**src/include/ext_bus_map.vh**
```
/*
  constants for the external memory bus control block: space codes,
  access field widths, reset levels and machine-cycle divider figures.
  assumes: included by bare name from the design files.
*/
`ifndef EXT_BUS_MAP_VH
`define EXT_BUS_MAP_VH

// space codes on the request port
`define SPACE_DATA 2'h0
`define SPACE_PROG 2'h1
`define SPACE_IO 2'h2

// width of the software wait-state count
`define WAIT_W 3
// least wait count that turns on ready detection
`define READY_MIN_WAITS 3'h2

// machine-cycle clock divider: system clocks per half period
`define HALF_CYCLE_CLKS 4'h2

// idle level of the active-low strobes
`define STROBE_IDLE 1'b1

`endif

```
**src/mc_clock_gen.v**
```verilog
/*
  machine-cycle clock generator: divides the system clock into the
  machine-cycle clock and marks each rising edge with a one-clock tick.
  assumes: one system clock, asynchronous active-high reset.
*/
`timescale 1ns/1ps
`include "ext_bus_map.vh"

module mc_clock_gen #(
  parameter [3:0] HALF_CLKS = `HALF_CYCLE_CLKS
) (
  input wire clk_sys_i,
  input wire rst_i,
  output reg mc_clk_o,
  output wire mc_tick_o
);

  reg [3:0] div_count;

  // half-period counter, toggles the clock level at each wrap
  always @(posedge clk_sys_i or posedge rst_i)
  begin
    if (rst_i)
    begin
      div_count <= 4'h0;
      mc_clk_o <= 1'b0;
    end
    else if (div_count == HALF_CLKS - 4'h1)
    begin
      div_count <= 4'h0;
      mc_clk_o <= ~mc_clk_o;
    end
    else
    begin
      div_count <= div_count + 4'h1;
    end
  end

  // tick in the clock before the output rises: a new machine cycle starts
  assign mc_tick_o = (div_count == HALF_CLKS - 4'h1) && !mc_clk_o;

endmodule

```
**src/pin_sync2.v**
```verilog
/*
  two-flop synchroniser for the asynchronous pin inputs.
  assumes: inputs come from outside the system clock domain.
*/
`timescale 1ns/1ps

module pin_sync2 #(
  parameter WIDTH = 1,
  parameter [WIDTH-1:0] RESET_VAL = {WIDTH{1'b0}}
) (
  input wire clk_sys_i,
  input wire rst_i,
  input wire [WIDTH-1:0] async_i,
  output reg [WIDTH-1:0] sync_o
);

  reg [WIDTH-1:0] stage1;

  // first stage is read only by the second stage
  always @(posedge clk_sys_i or posedge rst_i)
  begin
    if (rst_i)
    begin
      stage1 <= RESET_VAL;
      sync_o <= RESET_VAL;
    end
    else
    begin
      stage1 <= async_i;
      sync_o <= stage1;
    end
  end

endmodule

```
**src/ext_bus_ctrl.v**
```verilog
/*
  external memory bus control: runs external accesses to data, program
  and I/O space with software wait states, ready extension, hold
  arbitration and a float control for every output but the address and data buses.
  assumes: the core requests accesses on the system clock; pins ready,
  hold request and float control are asynchronous and are synchronised
  here; pin drivers resolve each output enable into the pad.
*/
`timescale 1ns/1ps
`include "ext_bus_map.vh"

module ext_bus_ctrl #(
  parameter ADDR_W = 16,
  parameter DATA_W = 16,
  parameter [3:0] HALF_CLKS = `HALF_CYCLE_CLKS
) (
  input wire clk_sys_i,
  input wire rst_i,
  // core request side
  input wire req_valid_i,
  output wire req_ready_o,
  input wire [1:0] req_space_i,
  input wire req_write_i,
  input wire req_fetch_i,
  input wire [ADDR_W-1:0] req_addr_i,
  input wire [DATA_W-1:0] req_wdata_i,
  input wire [`WAIT_W-1:0] wait_count_i,
  output reg done_o,
  output reg [DATA_W-1:0] rdata_o,
  // pins
  input wire ready_i,
  input wire hold_req_n_i,
  input wire float_n_i,
  output reg [ADDR_W-1:0] addr_o,
  output wire addr_oe_o,
  input wire [DATA_W-1:0] data_i,
  output reg [DATA_W-1:0] data_o,
  output wire data_oe_o,
  output reg data_space_sel_n,
  output reg program_space_sel_n,
  output reg io_space_sel_n,
  output reg memory_strobe_n,
  output reg io_strobe_n,
  output reg rw_o,
  output wire ctrl_oe_o,
  output reg bus_grant_ack_n,
  output wire bus_grant_ack_oe_o,
  output reg waitstate_done_n,
  output wire waitstate_done_oe_o,
  output reg fetch_addr_valid_n,
  output wire fetch_addr_valid_oe_o,
  output wire machine_cycle_clock_out,
  output wire mc_clock_oe_o
);

  // sequencer states
  // idle: no access under way, selects and strobes high
  // wait: software wait states counting down, one per machine cycle
  // ready: software waits over, ready pin sampled each machine cycle
  // hold: bus given away to another master, lines floating
  //
  // every state change happens on the system clock edge marked by the
  // machine-cycle tick, so all pin levels change together with the
  // rising edge of the machine-cycle clock output
  //
  // hazard: the synchronised ready lags the pin by two system clocks,
  // which fits well inside one machine cycle of four system clocks;
  // a shorter machine cycle would need a different ready path
  //
  // limitation: hold is granted only between accesses, never inside
  // one, so a long ready extension also delays the hold grant
  //
  // the float control acts only on the output enables; internal state
  // and the access sequencer keep running while the pins float
  //
  // the address bus is left driven under float control, only hold
  // releases it
  localparam [1:0] ST_IDLE = 2'h0;
  localparam [1:0] ST_WAIT = 2'h1;
  localparam [1:0] ST_READY = 2'h2;
  localparam [1:0] ST_HOLD = 2'h3;

  reg [1:0] state;
  reg [1:0] next_state;
  reg [`WAIT_W-1:0] waits_left;
  reg [`WAIT_W-1:0] waits_total;
  reg is_write;
  reg [1:0] cur_space;
  wire mc_tick;
  wire ready_s;
  wire hold_n_s;
  wire float_n_s;

  // decides whether an access of the given space uses the memory strobe
  function is_mem_space;
    input [1:0] space;
    begin
      is_mem_space = (space == `SPACE_DATA) || (space == `SPACE_PROG);
    end
  endfunction

  // machine-cycle clock; every bus step advances on its rising edge
  mc_clock_gen #(
    .HALF_CLKS(HALF_CLKS)
  ) u_clk (
    .clk_sys_i(clk_sys_i),
    .rst_i(rst_i),
    .mc_clk_o(machine_cycle_clock_out),
    .mc_tick_o(mc_tick)
  );

  // pin inputs: ready, hold request and float control
  pin_sync2 #(
    .WIDTH(3),
    .RESET_VAL(3'h6)
  ) u_sync (
    .clk_sys_i(clk_sys_i),
    .rst_i(rst_i),
    .async_i({hold_req_n_i, float_n_i, ready_i}),
    .sync_o({hold_n_s, float_n_s, ready_s})
  );

  // next state, advanced once per machine cycle
  always @*
  begin
    next_state = state;
    case (state)
      ST_IDLE:
      begin
        if (!hold_n_s)
          next_state = ST_HOLD;
        else if (req_valid_i)
          next_state = ST_WAIT;
      end
      ST_WAIT:
      begin
        if (waits_left == {`WAIT_W{1'b0}})
        begin
          // ready only looked at with two or more waits, after they end
          if (waits_total >= `READY_MIN_WAITS)
            next_state = ST_READY;
          else
            next_state = ST_IDLE; // zero or one wait: access ends without ready sampling
        end
      end
      ST_READY:
      begin
        // low ready: one more cycle, then sample again
        if (ready_s)
          next_state = ST_IDLE;
      end
      ST_HOLD:
      begin
        if (hold_n_s)
          next_state = ST_IDLE;
      end
      default:
        next_state = ST_IDLE;
    endcase
  end

  // access sequencer and bus pin levels
  // reset parks the block in hold with all strobes and selects high;
  // it leaves hold at the first tick after reset if no hold request
  // stands
  //
  // the access start loads the address, data, selects, strobes and
  // direction in one edge, so no strobe leads its address
  //
  // the access end returns every control line to its idle high level
  // in one edge, and latches read data from the pins in that edge
  always @(posedge clk_sys_i or posedge rst_i)
  begin
    if (rst_i)
    begin
      state <= ST_HOLD;
      waits_left <= {`WAIT_W{1'b0}};
      waits_total <= {`WAIT_W{1'b0}};
      is_write <= 1'b0;
      cur_space <= `SPACE_DATA;
      addr_o <= {ADDR_W{1'b0}};
      data_o <= {DATA_W{1'b0}};
      rdata_o <= {DATA_W{1'b0}};
      done_o <= 1'b0;
      data_space_sel_n <= `STROBE_IDLE;
      program_space_sel_n <= `STROBE_IDLE;
      io_space_sel_n <= `STROBE_IDLE;
      memory_strobe_n <= `STROBE_IDLE;
      io_strobe_n <= `STROBE_IDLE;
      rw_o <= 1'b1;
      bus_grant_ack_n <= 1'b1;
      waitstate_done_n <= 1'b1;
      fetch_addr_valid_n <= 1'b1;
    end
    else
    begin
      done_o <= 1'b0;
      if (mc_tick)
      begin
        state <= next_state;
        if (state == ST_IDLE && next_state == ST_WAIT)
        begin
          // start of access: address, select and strobes together
          waits_left <= wait_count_i;
          waits_total <= wait_count_i;
          is_write <= req_write_i;
          cur_space <= req_space_i;
          addr_o <= req_addr_i;
          data_o <= req_wdata_i;
          data_space_sel_n <= !(req_space_i == `SPACE_DATA);
          program_space_sel_n <= !(req_space_i == `SPACE_PROG);
          io_space_sel_n <= !(req_space_i == `SPACE_IO);
          memory_strobe_n <= !is_mem_space(req_space_i);
          io_strobe_n <= !(req_space_i == `SPACE_IO);
          rw_o <= !req_write_i;
          fetch_addr_valid_n <= !(req_fetch_i && req_space_i == `SPACE_PROG);
          // two or more waits: first software wait begins, wait-done goes low
          if (wait_count_i >= `READY_MIN_WAITS)
            waitstate_done_n <= 1'b0;
        end
        else if (state == ST_WAIT)
        begin
          if (waits_left != {`WAIT_W{1'b0}})
            waits_left <= waits_left - {{(`WAIT_W-1){1'b0}}, 1'b1};
          // last software wait begins: wait-done high, looped back it
          // reads high at the first ready sample and so adds no wait
          if (waits_left == {{(`WAIT_W-1){1'b0}}, 1'b1})
            waitstate_done_n <= 1'b1;
        end
        if ((state == ST_WAIT || state == ST_READY) && next_state == ST_IDLE)
        begin
          // access ends: everything back to idle high
          data_space_sel_n <= `STROBE_IDLE;
          program_space_sel_n <= `STROBE_IDLE;
          io_space_sel_n <= `STROBE_IDLE;
          memory_strobe_n <= `STROBE_IDLE;
          io_strobe_n <= `STROBE_IDLE;
          rw_o <= 1'b1;
          fetch_addr_valid_n <= 1'b1;
          waitstate_done_n <= 1'b1;
          done_o <= 1'b1;
          if (!is_write)
            rdata_o <= data_i;
        end
        // acknowledge tracks the hold state
        bus_grant_ack_n <= !(next_state == ST_HOLD);
      end
    end
  end

  // request accepted on the machine-cycle edge that leaves idle
  assign req_ready_o = mc_tick && (state == ST_IDLE) && hold_n_s;

  // control lines float in hold and under float control
  assign ctrl_oe_o = float_n_s && (state != ST_HOLD);
  assign addr_oe_o = state != ST_HOLD;
  // data driven only for write data, never in hold or reset
  assign data_oe_o = (state == ST_WAIT || state == ST_READY) && is_write && !rst_i;
  // remaining outputs float under float control only
  assign bus_grant_ack_oe_o = float_n_s;
  assign waitstate_done_oe_o = float_n_s;
  assign fetch_addr_valid_oe_o = float_n_s;
  assign mc_clock_oe_o = float_n_s;

endmodule

```
**config.mk**
```make
export PLATFORM = sky130hd
export DESIGN_NAME = ext_bus_ctrl
export DESIGN_NICKNAME = d
export VERILOG_FILES = /design/src/mc_clock_gen.v /design/src/pin_sync2.v /design/src/ext_bus_ctrl.v
export VERILOG_INCLUDE_DIRS = /design/src /design/src/include
export SDC_FILE = /design/constraint.sdc
export NUM_CORES = 1
export LEC_CHECK = 0
export CAP_MARGIN = 30
export CORE_MARGIN = 2
export CORE_UTILIZATION = 35
export CTS_CLUSTER_DIAMETER = 120
export DETAILED_ROUTE_END_ITERATION = 6
export DONT_BUFFER_PORTS = 1
export MAX_ROUTING_LAYER = met4
export PLACE_DENSITY = 0.53
export SETUP_SLACK_MARGIN = 0.05
export SLEW_MARGIN = 10
export SYNTH_ARGS = -nofsm -noshare
export SYNTH_HDL_FRONTEND = slang
export SYNTH_SLANG_ARGS = --single-unit
```
**constraint.sdc**
```tcl
create_clock -name clk_sys_i -period 5 [get_ports clk_sys_i]
set_input_delay 0 -clock clk_sys_i [delete_from_list [all_inputs] [get_ports clk_sys_i]]
set_output_delay 0 -clock clk_sys_i [all_outputs]
set_load 0.02 [all_outputs]
```
[Word-level counts from Yosys, hierarchy flattened]
Index checks and enable logic that the tools add are counted.
Storage, ports and cells
  flip-flop bits (word level): 77
  input port bits: 61
  output and inout port bits: 67
  word-level logic and storage cells: 102
Cells by class
  add/subtract/negate cells: 2
  magnitude comparators: 2
  equality and inequality tests: 11
  muxes and demuxes: 30
  bitwise gates (word level): 2
  reduce and logical (&&, ||, !) cells: 35
Operators with widths (number)
  $mux W1: 19
  $mux W2: 6
  $logic_and A1 B1 Y1: 9
  $logic_not A1 Y1: 9
  $mux W3: 3
  $reduce_bool A3 Y1: 3
  $eq A2 B2 Y1 const B: 4
  $pmux W2 S4: 1
  $eq A2 B1 Y1 const B: 3
  $ge A3 B2 Y1 const B: 2
  $logic_not A2 Y1: 3
  $reduce_and A3 Y1: 2
  $reduce_bool A2 Y1: 3
  $add A4 B1 Y4 const B: 1
  $eq A4 B1 Y1 const B: 1
  $mux W4: 1
  $reduce_and A2 Y1: 2
  $reduce_and A4 Y1: 1
  $eq A3 B1 Y1 const B: 1
  $logic_not A3 Y1: 1
  $ne A3 B1 Y1 const B: 1
  $sub A3 B1 Y3 const B: 1
  $logic_or A1 B1 Y1: 2
  $ne A2 B2 Y1 const B: 1
  $not A1 Y1: 2

[Depth between registers and ports, before layout]
Gate-level depths: netlist of the first run.
  depth after elaboration: 8
  depth in mapped cells: 10
  depth with buffers taken out: 8

[Cells and area by module]
From an unflattened synthesis of the first run, not the netlist that was laid out.
Unflattened totals
  cell total of the unflattened synthesis: 234
  area, all modules: 3342.0 um^2
By module, submodules not included
  ext_bus_ctrl: instances 1, cells an instance 210, area each 2965.3 um^2, seq. area each 1639.1 um^2
  mc_clock_gen: instances 1, cells an instance 17, area each 217.7 um^2, seq. area each 125.1 um^2
  pin_sync2: instances 1, cells an instance 7, area each 158.9 um^2, seq. area each 155.1 um^2

[Worst setup path before layout of the first run]
Ideal clock, no wire load.
  kind: reg-to-reg
  from: register state[0]
  to: register rdata_o[0]
  library setup time: 0.125 ns
  data arrival time: 2.353 ns
  data required time: 4.875 ns
  path slack: 2.523 ns
  stages on the path, launching flop included: 9
  buffers on the path: 1
  period minus slack after synthesis: 2.477 ns
  cells stage by stage: dfstp_2 > inv_1 > ha_1 > nor2b_1 > a2111oi_4 > o21ai_1 > nor3_4 > buf_4 > mux2_2
On the way
  cells in the longest elaborated chain, start to end: 6
  elaborated cells between the ends (all ways): 14
  classes of those cells: 3 x eq/ne; 6 x mux; 5 x reduce/logical
Ends and longest elaborated chain
  start, declared: line ext_bus_ctrl.v:83  | reg [1:0] state;
  start signal, assigned: line ext_bus_ctrl.v:200  | state <= next_state;
  $mux W2: line ext_bus_ctrl.v:132  | else if (req_valid_i)
  $mux W2: line ext_bus_ctrl.v:130  | if (!hold_n_s)
  $pmux W2 S4: line ext_bus_ctrl.v:127  | case (state)
  $logic_not A2 Y1: line ext_bus_ctrl.v:230  | if ((state == ST_WAIT || state == ST_READY) && next_state == ST_IDLE)
  $logic_and A1 B1 Y1 *: line ext_bus_ctrl.v:230
  $reduce_and A3 Y1 (no line) *
  end signal, assigned: line ext_bus_ctrl.v:183  | rdata_o <= {DATA_W{1'b0}};
  end signal, assigned: line ext_bus_ctrl.v:243  | rdata_o <= data_i;
  end, declared: line ext_bus_ctrl.v:29  | output reg [DATA_W-1:0] rdata_o,
Mark *: on every way between the ends. The rest lies on a longest branch, timed or not.
A chain may end at the register's enable or synchronous reset.

[Worst setup path in the final report of the first run]
  from: register state[0]
  to: register io_strobe_n
On the way
  cells in the longest elaborated chain, start to end: 7
  elaborated cells between the ends (all ways): 18
  classes of those cells: 4 x eq/ne; 7 x mux; 7 x reduce/logical
Ends and longest elaborated chain
  $mux W2: line ext_bus_ctrl.v:132
  $mux W2: line ext_bus_ctrl.v:130
  $pmux W2 S4: line ext_bus_ctrl.v:127
  $eq A2 B1 Y1 or $logic_not A2 Y1 (tied branches): line ext_bus_ctrl.v:201, ext_bus_ctrl.v:230
  $logic_and A1 B1 Y1 (on tied branches): line ext_bus_ctrl.v:201, ext_bus_ctrl.v:230
  $reduce_bool A2 Y1 (no line)
  $reduce_and A2 Y1 (no line)
  end signal, assigned: line ext_bus_ctrl.v:189  | io_strobe_n <= `STROBE_IDLE;
  end signal, assigned: line ext_bus_ctrl.v:214  | io_strobe_n <= !(req_space_i == `SPACE_IO);
  end signal, assigned: line ext_bus_ctrl.v:237  | io_strobe_n <= `STROBE_IDLE;
  end, declared: line ext_bus_ctrl.v:43  | output reg io_strobe_n,
Several ways; a longest one is shown, not always the timed one.

==> results of run 1 <==
[metrics by stage]
step / cell area (µm²) / util (%) / power [W] / setup slack, ns
after floorplan: 3309 / - / 0.002102 / 2.523
after global routing: 4194 / 45.61 / 0.002948 / 1.734
after global placement: 3373 / 36.68 / 0.002236 / 1.977
after CTS: 4194 / 45.61 / 0.002802 / 2.008
after detailed placement: 3393 / 36.90 / 0.002271 / 2.081
final: 4194 / 45.61 / 0.002767 / 2.020
[registers in the layout, indices dropped and copies added, names as in the netlist, 2 cells and up]
| name | count |
|---|---|
| addr_o | 16 |
| data_o | 16 |
| rdata_o | 16 |
| u_clk.div_count | 4 |
| u_sync.stage1 | 3 |
| u_sync.sync_o | 3 |
| waits_left | 3 |
| state | 2 |
| waits_total | 2 |
[report_power, final]
group	leakage, nW	switching (W)	internal [W]	total [W]
clock network	0.0980	0.000230	0.000247	0.000476
logic	0.896	0.000412	0.000530	0.000941
registers	0.905	0.000455	0.000894	0.00135
total	1.90	0.00110	0.00167	0.00277
[final cells by class]
class                   instances  area (µm²)  area share (%)
multi-input cells             134        1257           29.98
inverters                      13       50.05           1.193
repair buffers                 62       628.1           14.98
clock buffers                  11       141.4           3.371
well taps                     111       138.9           3.311
flip-flops and latches         76        1919           45.76
clock inverters                 5       58.81           1.402
[tightest hold or removal path, delay by kind of cell]
family / cells / cell delay [ns]
AND/OR/NAND/NOR: 2 / 0.21
AO/OA/AOI/OAI: 2 / 0.20
[worst min path at each step]
| stage | slack, ns | to |
|---|---|---|
| after global placement | 0.005 | u_sync.stage1[1] |
| after detailed placement | 0.004 | addr_o[8] |
| after global routing | 0.1 | bus_grant_ack_n |
| after floorplan | 0.004 | u_sync.stage1[1] |
| after CTS | 0.07 | bus_grant_ack_n |
| final | 0.07 | bus_grant_ack_n |
[cell families after synthesis]
group,count (synthesis)
DFF,76
muxes,54
and+or+nand+nor,41
AOI/OAI and AO/OA,27
buffers and inverters,24
adders and majority gates,9
xor gates and xnor gates,3
[placed cells by master (no fill, tap or decap), types with 2 or more instances in the layout]
master	Yosys	routed
a21oi_1	6	6
a2bb2oi_1	2	2
a31oi_1	4	4
a41oi_1	3	3
and3_1	3	3
clkbuf_8	0	10
dfrtp_1	62	62
dfstp_2	14	14
dlygate4sd3_1	0	60
ha_1	9	9
inv_1	13	12
inv_6	0	2
mux2_2	33	33
mux2_4	17	17
mux2i_1	3	3
nand2_1	9	9
nand2b_1	3	3
nor2_1	11	11
nor2b_1	4	4
o21ai_0	4	4
or2_2	2	3
xnor2_1	2	2
[per-layer routing]
metal  vias to the layer above  track usage (%)  part of all wire (%)
li1                        928                -                     -
met1                       994            17.98                    43
met2                        61            22.36                    51
met3                         7            3.658                   5.7
met4                         0            6.029                  0.71
met5                         -                -                     0
==> results.md, run 1 <==
* Outcome: complete, no violations
* TritonCTS buffer count at 9
* Final Hold Violating Endpoints at 0
* Post-Synth Simple-Gate Area at 7.297%
* Filler cells at 827
* Maximum VDD drop at 0.2779 mV
* Post-synth top area share at 46.88%
* Register area share after synthesis at 58.00%
* Row count at 35
* Hold Crit Depth at 4
* Relative slew slack at 49.75%
* Startpoint types: register
* Post-synth top area cell: dfrtp_1
* Synth Area in Compound Gates at 6.314%
* Area growth, synth to finish at 26.73%
* R2R depth at 9
* Final worst path period need at ~3.0 ns
* Antenna violations before repair at 0
* Power density cells at 659.9 nW/µm²
* Post-Synthesis Cells at 234
* Clock Latency Late Sink at 0.34 ns
* Placer Congestion at 0.8013
* Setup tns final at 0 ns
* Fraction of synthesized cell area in xor and xnor cells at 0.7940%
* Non-filler instance count after layout at ~400
* Drt via density at between 4 and 5
* Crit path required time at roughly 5.3 ns
* Die ar. at 10250 µm²
* Total GRT Usage at 14.42%
* First-pass iteration count of the detailed router at 3
* CTS tree: yes
* CP Class: reg -> reg
* Antenna Violating Nets Remaining at 0
* Routed vias at 1990
* Slew Viols, Final at 0
* Hold-fix buffers, CTS at 60
* Lkg Pwr at 1.899 nW
* Main synth FF type: dfrtp_1
* Die Y-Extent at 101.2 µm
* Crit path from: state[0]
* Share of cells above drive strength 1 at about 30%
* Net count reported at finish at 366
* Family with the most delay on the worst path: compound AO/OA/AOI/OAI gates
* First-pass GRT wire length at between 10000 and 15000 µm
* YS warnings at 0
* WL final at 6773 µm
* Port Buffers at 0
* Slowest stage delay, CP at 0.58 ns
* Max Buffers Root-to-Sink at 2
* Yosys reg bits at 76
* CP bufs+invs at 2
* Post-synthesis area per instance at 14.14 µm²
* CP arrival at approximately 3.3 ns
* Mux cell area share after synthesis at 20.19%
* CP Capture Point: io_strobe_n
* R2R Setup Slk at 2.02 ns
* FF-to-FF End: io_strobe_n
* Crit share post-route at 59.60%
* Total global routing overflow at 0
* Critical-path cell list: inv_1 -> ha_1 -> nor2b_1 -> a2111oi_4 -> o21ai_1 -> a21oi_2 -> nor2_1 -> a41oi_1 -> dlygate4sd3_1
* Clock-pin slew on the worst setup and hold paths at 0.08 ns
* Worst-Margin Slew at 0.7513 ns
* Post-CTS setup buffers at 0
* Synth top cells by count: 62 x dfrtp_1, 33 x mux2_2, 17 x mux2_4
* RR Startpoint: state[0]
* Post-cts sizing count at 0
* Achievable frequency at ~340 MHz
* Main area contributors after synthesis: dfrtp_1 47%, mux2_2 11%, dfstp_2 11%
* Main combinational cell family by area after synthesis: multiplexers
* Count leader, synth: dfrtp_1
* Clock Sinks at 76
* H-tree Lvls at 3
* Critical Path Stages at 9
* Skew final at 0.01094 ns
* Ant diodes at 0
* I/O pin count at between 100 and 150
* Vias in the first global route at 2206
* Crit. End Element: register
* Synthesized area at about 3300 µm²
* Detailed Place HPWL at 4524 µm
* Fraction of registers with async set or reset after synthesis at between 90% and 100%
* CP max-delay cell: dfstp_2
* Synth unique cells at 42
* EDFF count, synth at 0
* Cells after DPL at between 300 and 400
* Hold_ws at 0.07128 ns
* Syn_nets at slightly above 300
* Initial core utilization at 35.99%
* Largest net degree at the start of global routing at 40
* RSZ-0062 raised after global routing: false
* Post-Synth Adder-Cell Area at 3.403%
* Max-cap viol count at 0
* Startpoint of the worst hold path: req_valid_i
* DRT iter0 DRCs at 61
* Setup violators final at 0
* DRC viols at 0
* Root buffer cell: clkbuf_8
* Core Area at ~9000 µm²
* WL/cell at 16.44 µm
* Die width at 101.2 µm
* CP Max Fanout at 9
* Hold Path Class: in -> reg
No activity file was read; power rests on OpenSTA's default activity.
==> inputs of run 2 (changes only) <==
==> constraint.sdc (replaced) <==
create_clock -name clk_sys_i -period 3.05 [get_ports clk_sys_i]
set_input_delay 0 -clock clk_sys_i [delete_from_list [all_inputs] [get_ports clk_sys_i]]
set_output_delay 0 -clock clk_sys_i [all_outputs]
set_load 0.02 [all_outputs]
==> results.md, run 2 (synthesis results as in run 1) <==
* Filler cells at between 800 and 900
* CTS tree: yes
* Detailed Place HPWL at about 4600 µm
* Routed vias at 2009
* CP Class: reg -> reg
* Worst-Margin Slew at around 0.62 ns
* Max-cap viol count at 0
* WL final at approximately 6800 µm
* Vias in the first global route at 2222
* Power share of the clock group at roughly 20%
* Non-filler instance count after layout at 414
* First-pass iteration count of the detailed router at 4
* Clock Latency Late Sink at about 0.34 ns
* Crit share post-route at 85.71%
* Total global routing overflow at 0
* Power Internal at 0.002889 W
* Startpoint types: register
* Crit. End Element: register
* Setup tns final at 0 ns
* Setup violators final at 0
* Hold-fix buffers, CTS at about 60
* Row count at 35
* DRC viols at 0
* Cells after DPL at 339
* Leading cell type in the layout, fill and taps excluded: dfrtp_1
* First-pass GRT wire length at 11210 µm
* Startpoint of the worst hold path: req_valid_i
* Lkg Pwr at 1.933 nW
* Fin util at 46.18%
* RR Startpoint: state[0]
* Total GRT Usage at between 10% and 20%
* Finished Cell Area at 4247 µm²
* DRT iter0 DRCs at 45
* Initial core utilization at 35.99%
* Final worst path period need at 2.614 ns
* Antenna violations before repair at 0
* Power density cells at around 1100 nW/µm²
* Slew Viols, Final at 0
* Largest net degree at the start of global routing at 50
* Clock Sinks at 76
* Share of cells above drive strength 1 at 31.02%
* Placer Congestion at between 0.8 and 0.9
* WL/cell at 16.43 µm
* Comb pwr share at 33.2%
* Antenna Violating Nets Remaining at 0
* Skew final at 0.006627 ns
* Port Buffers at 0
* Net count reported at finish at 368
* Outcome: complete, no violations
* Core Area at 9196 µm²
* RSZ-0062 raised after global routing: false
* Crit path from: state[0]
* Hold Path Class: in -> reg
* H-tree Lvls at 3
* TritonCTS buffer count at 9
* Post-CTS setup buffers at 0
* Most frequent cells in the layout: 62 x dfrtp_1, 59 x dlygate4sd3_1, 33 x mux2_2
* R2R Setup Slk at 0.44 ns
* Sw Ratio at around two fifths
* Crit path required time at 3.27 ns
* CP Max Fanout at 16
* Ant diodes at 0
* Max Buffers Root-to-Sink at 2
* Die Y-Extent at between 100 and 150 µm
* Area growth, synth to finish at 28.32%
* Achievable frequency at 382.6 MHz
* I/O pin count at 128
* Relative slew slack at between 50% and 60%
* Clock-pin slew on the worst setup and hold paths at 0.08 ns
* Maximum VDD drop at 0.4648 mV
* Die ar. at 10250 µm²
* Post-cts sizing count at 0
* Biggest registers after layout: addr_o: 16 flops, data_o: 16 flops, rdata_o: 16 flops
* CP arrival at 2.84 ns
* Sequential share of power at 47.3%
* Final Hold Violating Endpoints at 0
* DP Area at 3416 µm²
* Net Sw Power at 0.001794 W
* Root buffer cell: clkbuf_8
* Drt via density at 4.853
* Die width at 101.2 µm
run 2: cell types whose count changed in the layout (fill, tap and decap cells not counted):
cell,before,now
buf_4,1,4
bufinv_16,1,3
clkinv_4,0,2
inv_6,2,0
clkbuf_8,10,9
clkinv_1,1,0
clkinv_2,1,2
clkinvlp_4,1,0
dlygate4sd3_1,60,59
run 2: final cells by class:
cell class                      count  area (µm²)  area share (%)
Clock inverter                      6       112.6           2.652
Sequential cell                    76        1919           45.20
Timing Repair Buffer               64       640.6           15.09
Inverter                           13       50.05           1.179
Clock buffer                       10       127.6           3.005
Tap cell                          111       138.9           3.270
Multi-Input combinational cell    134        1257           29.61
run 2: critical path: stages, from the launching register on:
cell	delay [ns]
dfstp_2	0.58
inv_1	0.09
ha_1	0.19
nor2b_1	0.16
a2111oi_4	0.38
o21ai_1	0.29
nor3_4	0.18
buf_4	0.26
mux2_2	0.36
run 2: layer usage:
metal | routed length (µm) | track usage, % | up-vias
li1 | - | - | 934
met1 | 2945 | 18.32 | 992
met2 | 3349 | 22.21 | 71
met3 | 401 | 4.003 | 12
met4 | 108 | 6.757 | 0
met5 | 0 | - | -
run 2: path summary, 6_finish.rpt:
kind                                      end  cells after the start
setup / recovery                   rdata_o[5]                      8
max in group asynchronous           addr_o[4]                      3
setup reg to reg                   rdata_o[5]                      8
hold reg to reg              u_sync.sync_o[2]                      0
hold / removal                bus_grant_ack_n                      4
min in group asynchronous  u_clk.div_count[3]                      2
run 2: power by group through the flow:
stage                     registers [W]  clock network (W)  logic (W)
after detailed placement        0.00223                  0    0.00152
after global routing            0.00227            0.00100    0.00172
after floorplan                 0.00212                  0    0.00133
final                           0.00222           0.000912    0.00155
after CTS                       0.00222           0.000951    0.00157
after global placement          0.00224                  0    0.00149
run 2: metrics by stage:
step / total power, W / hold slack (ns) / setup slack [ns]
2_1_floorplan: 0.003447 / 0.004478 / 0.5727
3_3_place_gp: 0.003725 / -0.07222 / 0.4555
3_5_place_dp: 0.003749 / -0.06455 / 0.4393
4_1_cts: 0.004748 / 0.05137 / 0.4138
5_1_grt: 0.004991 / 0.1073 / 0.2746
6_report: 0.004683 / 0.08226 / 0.4360
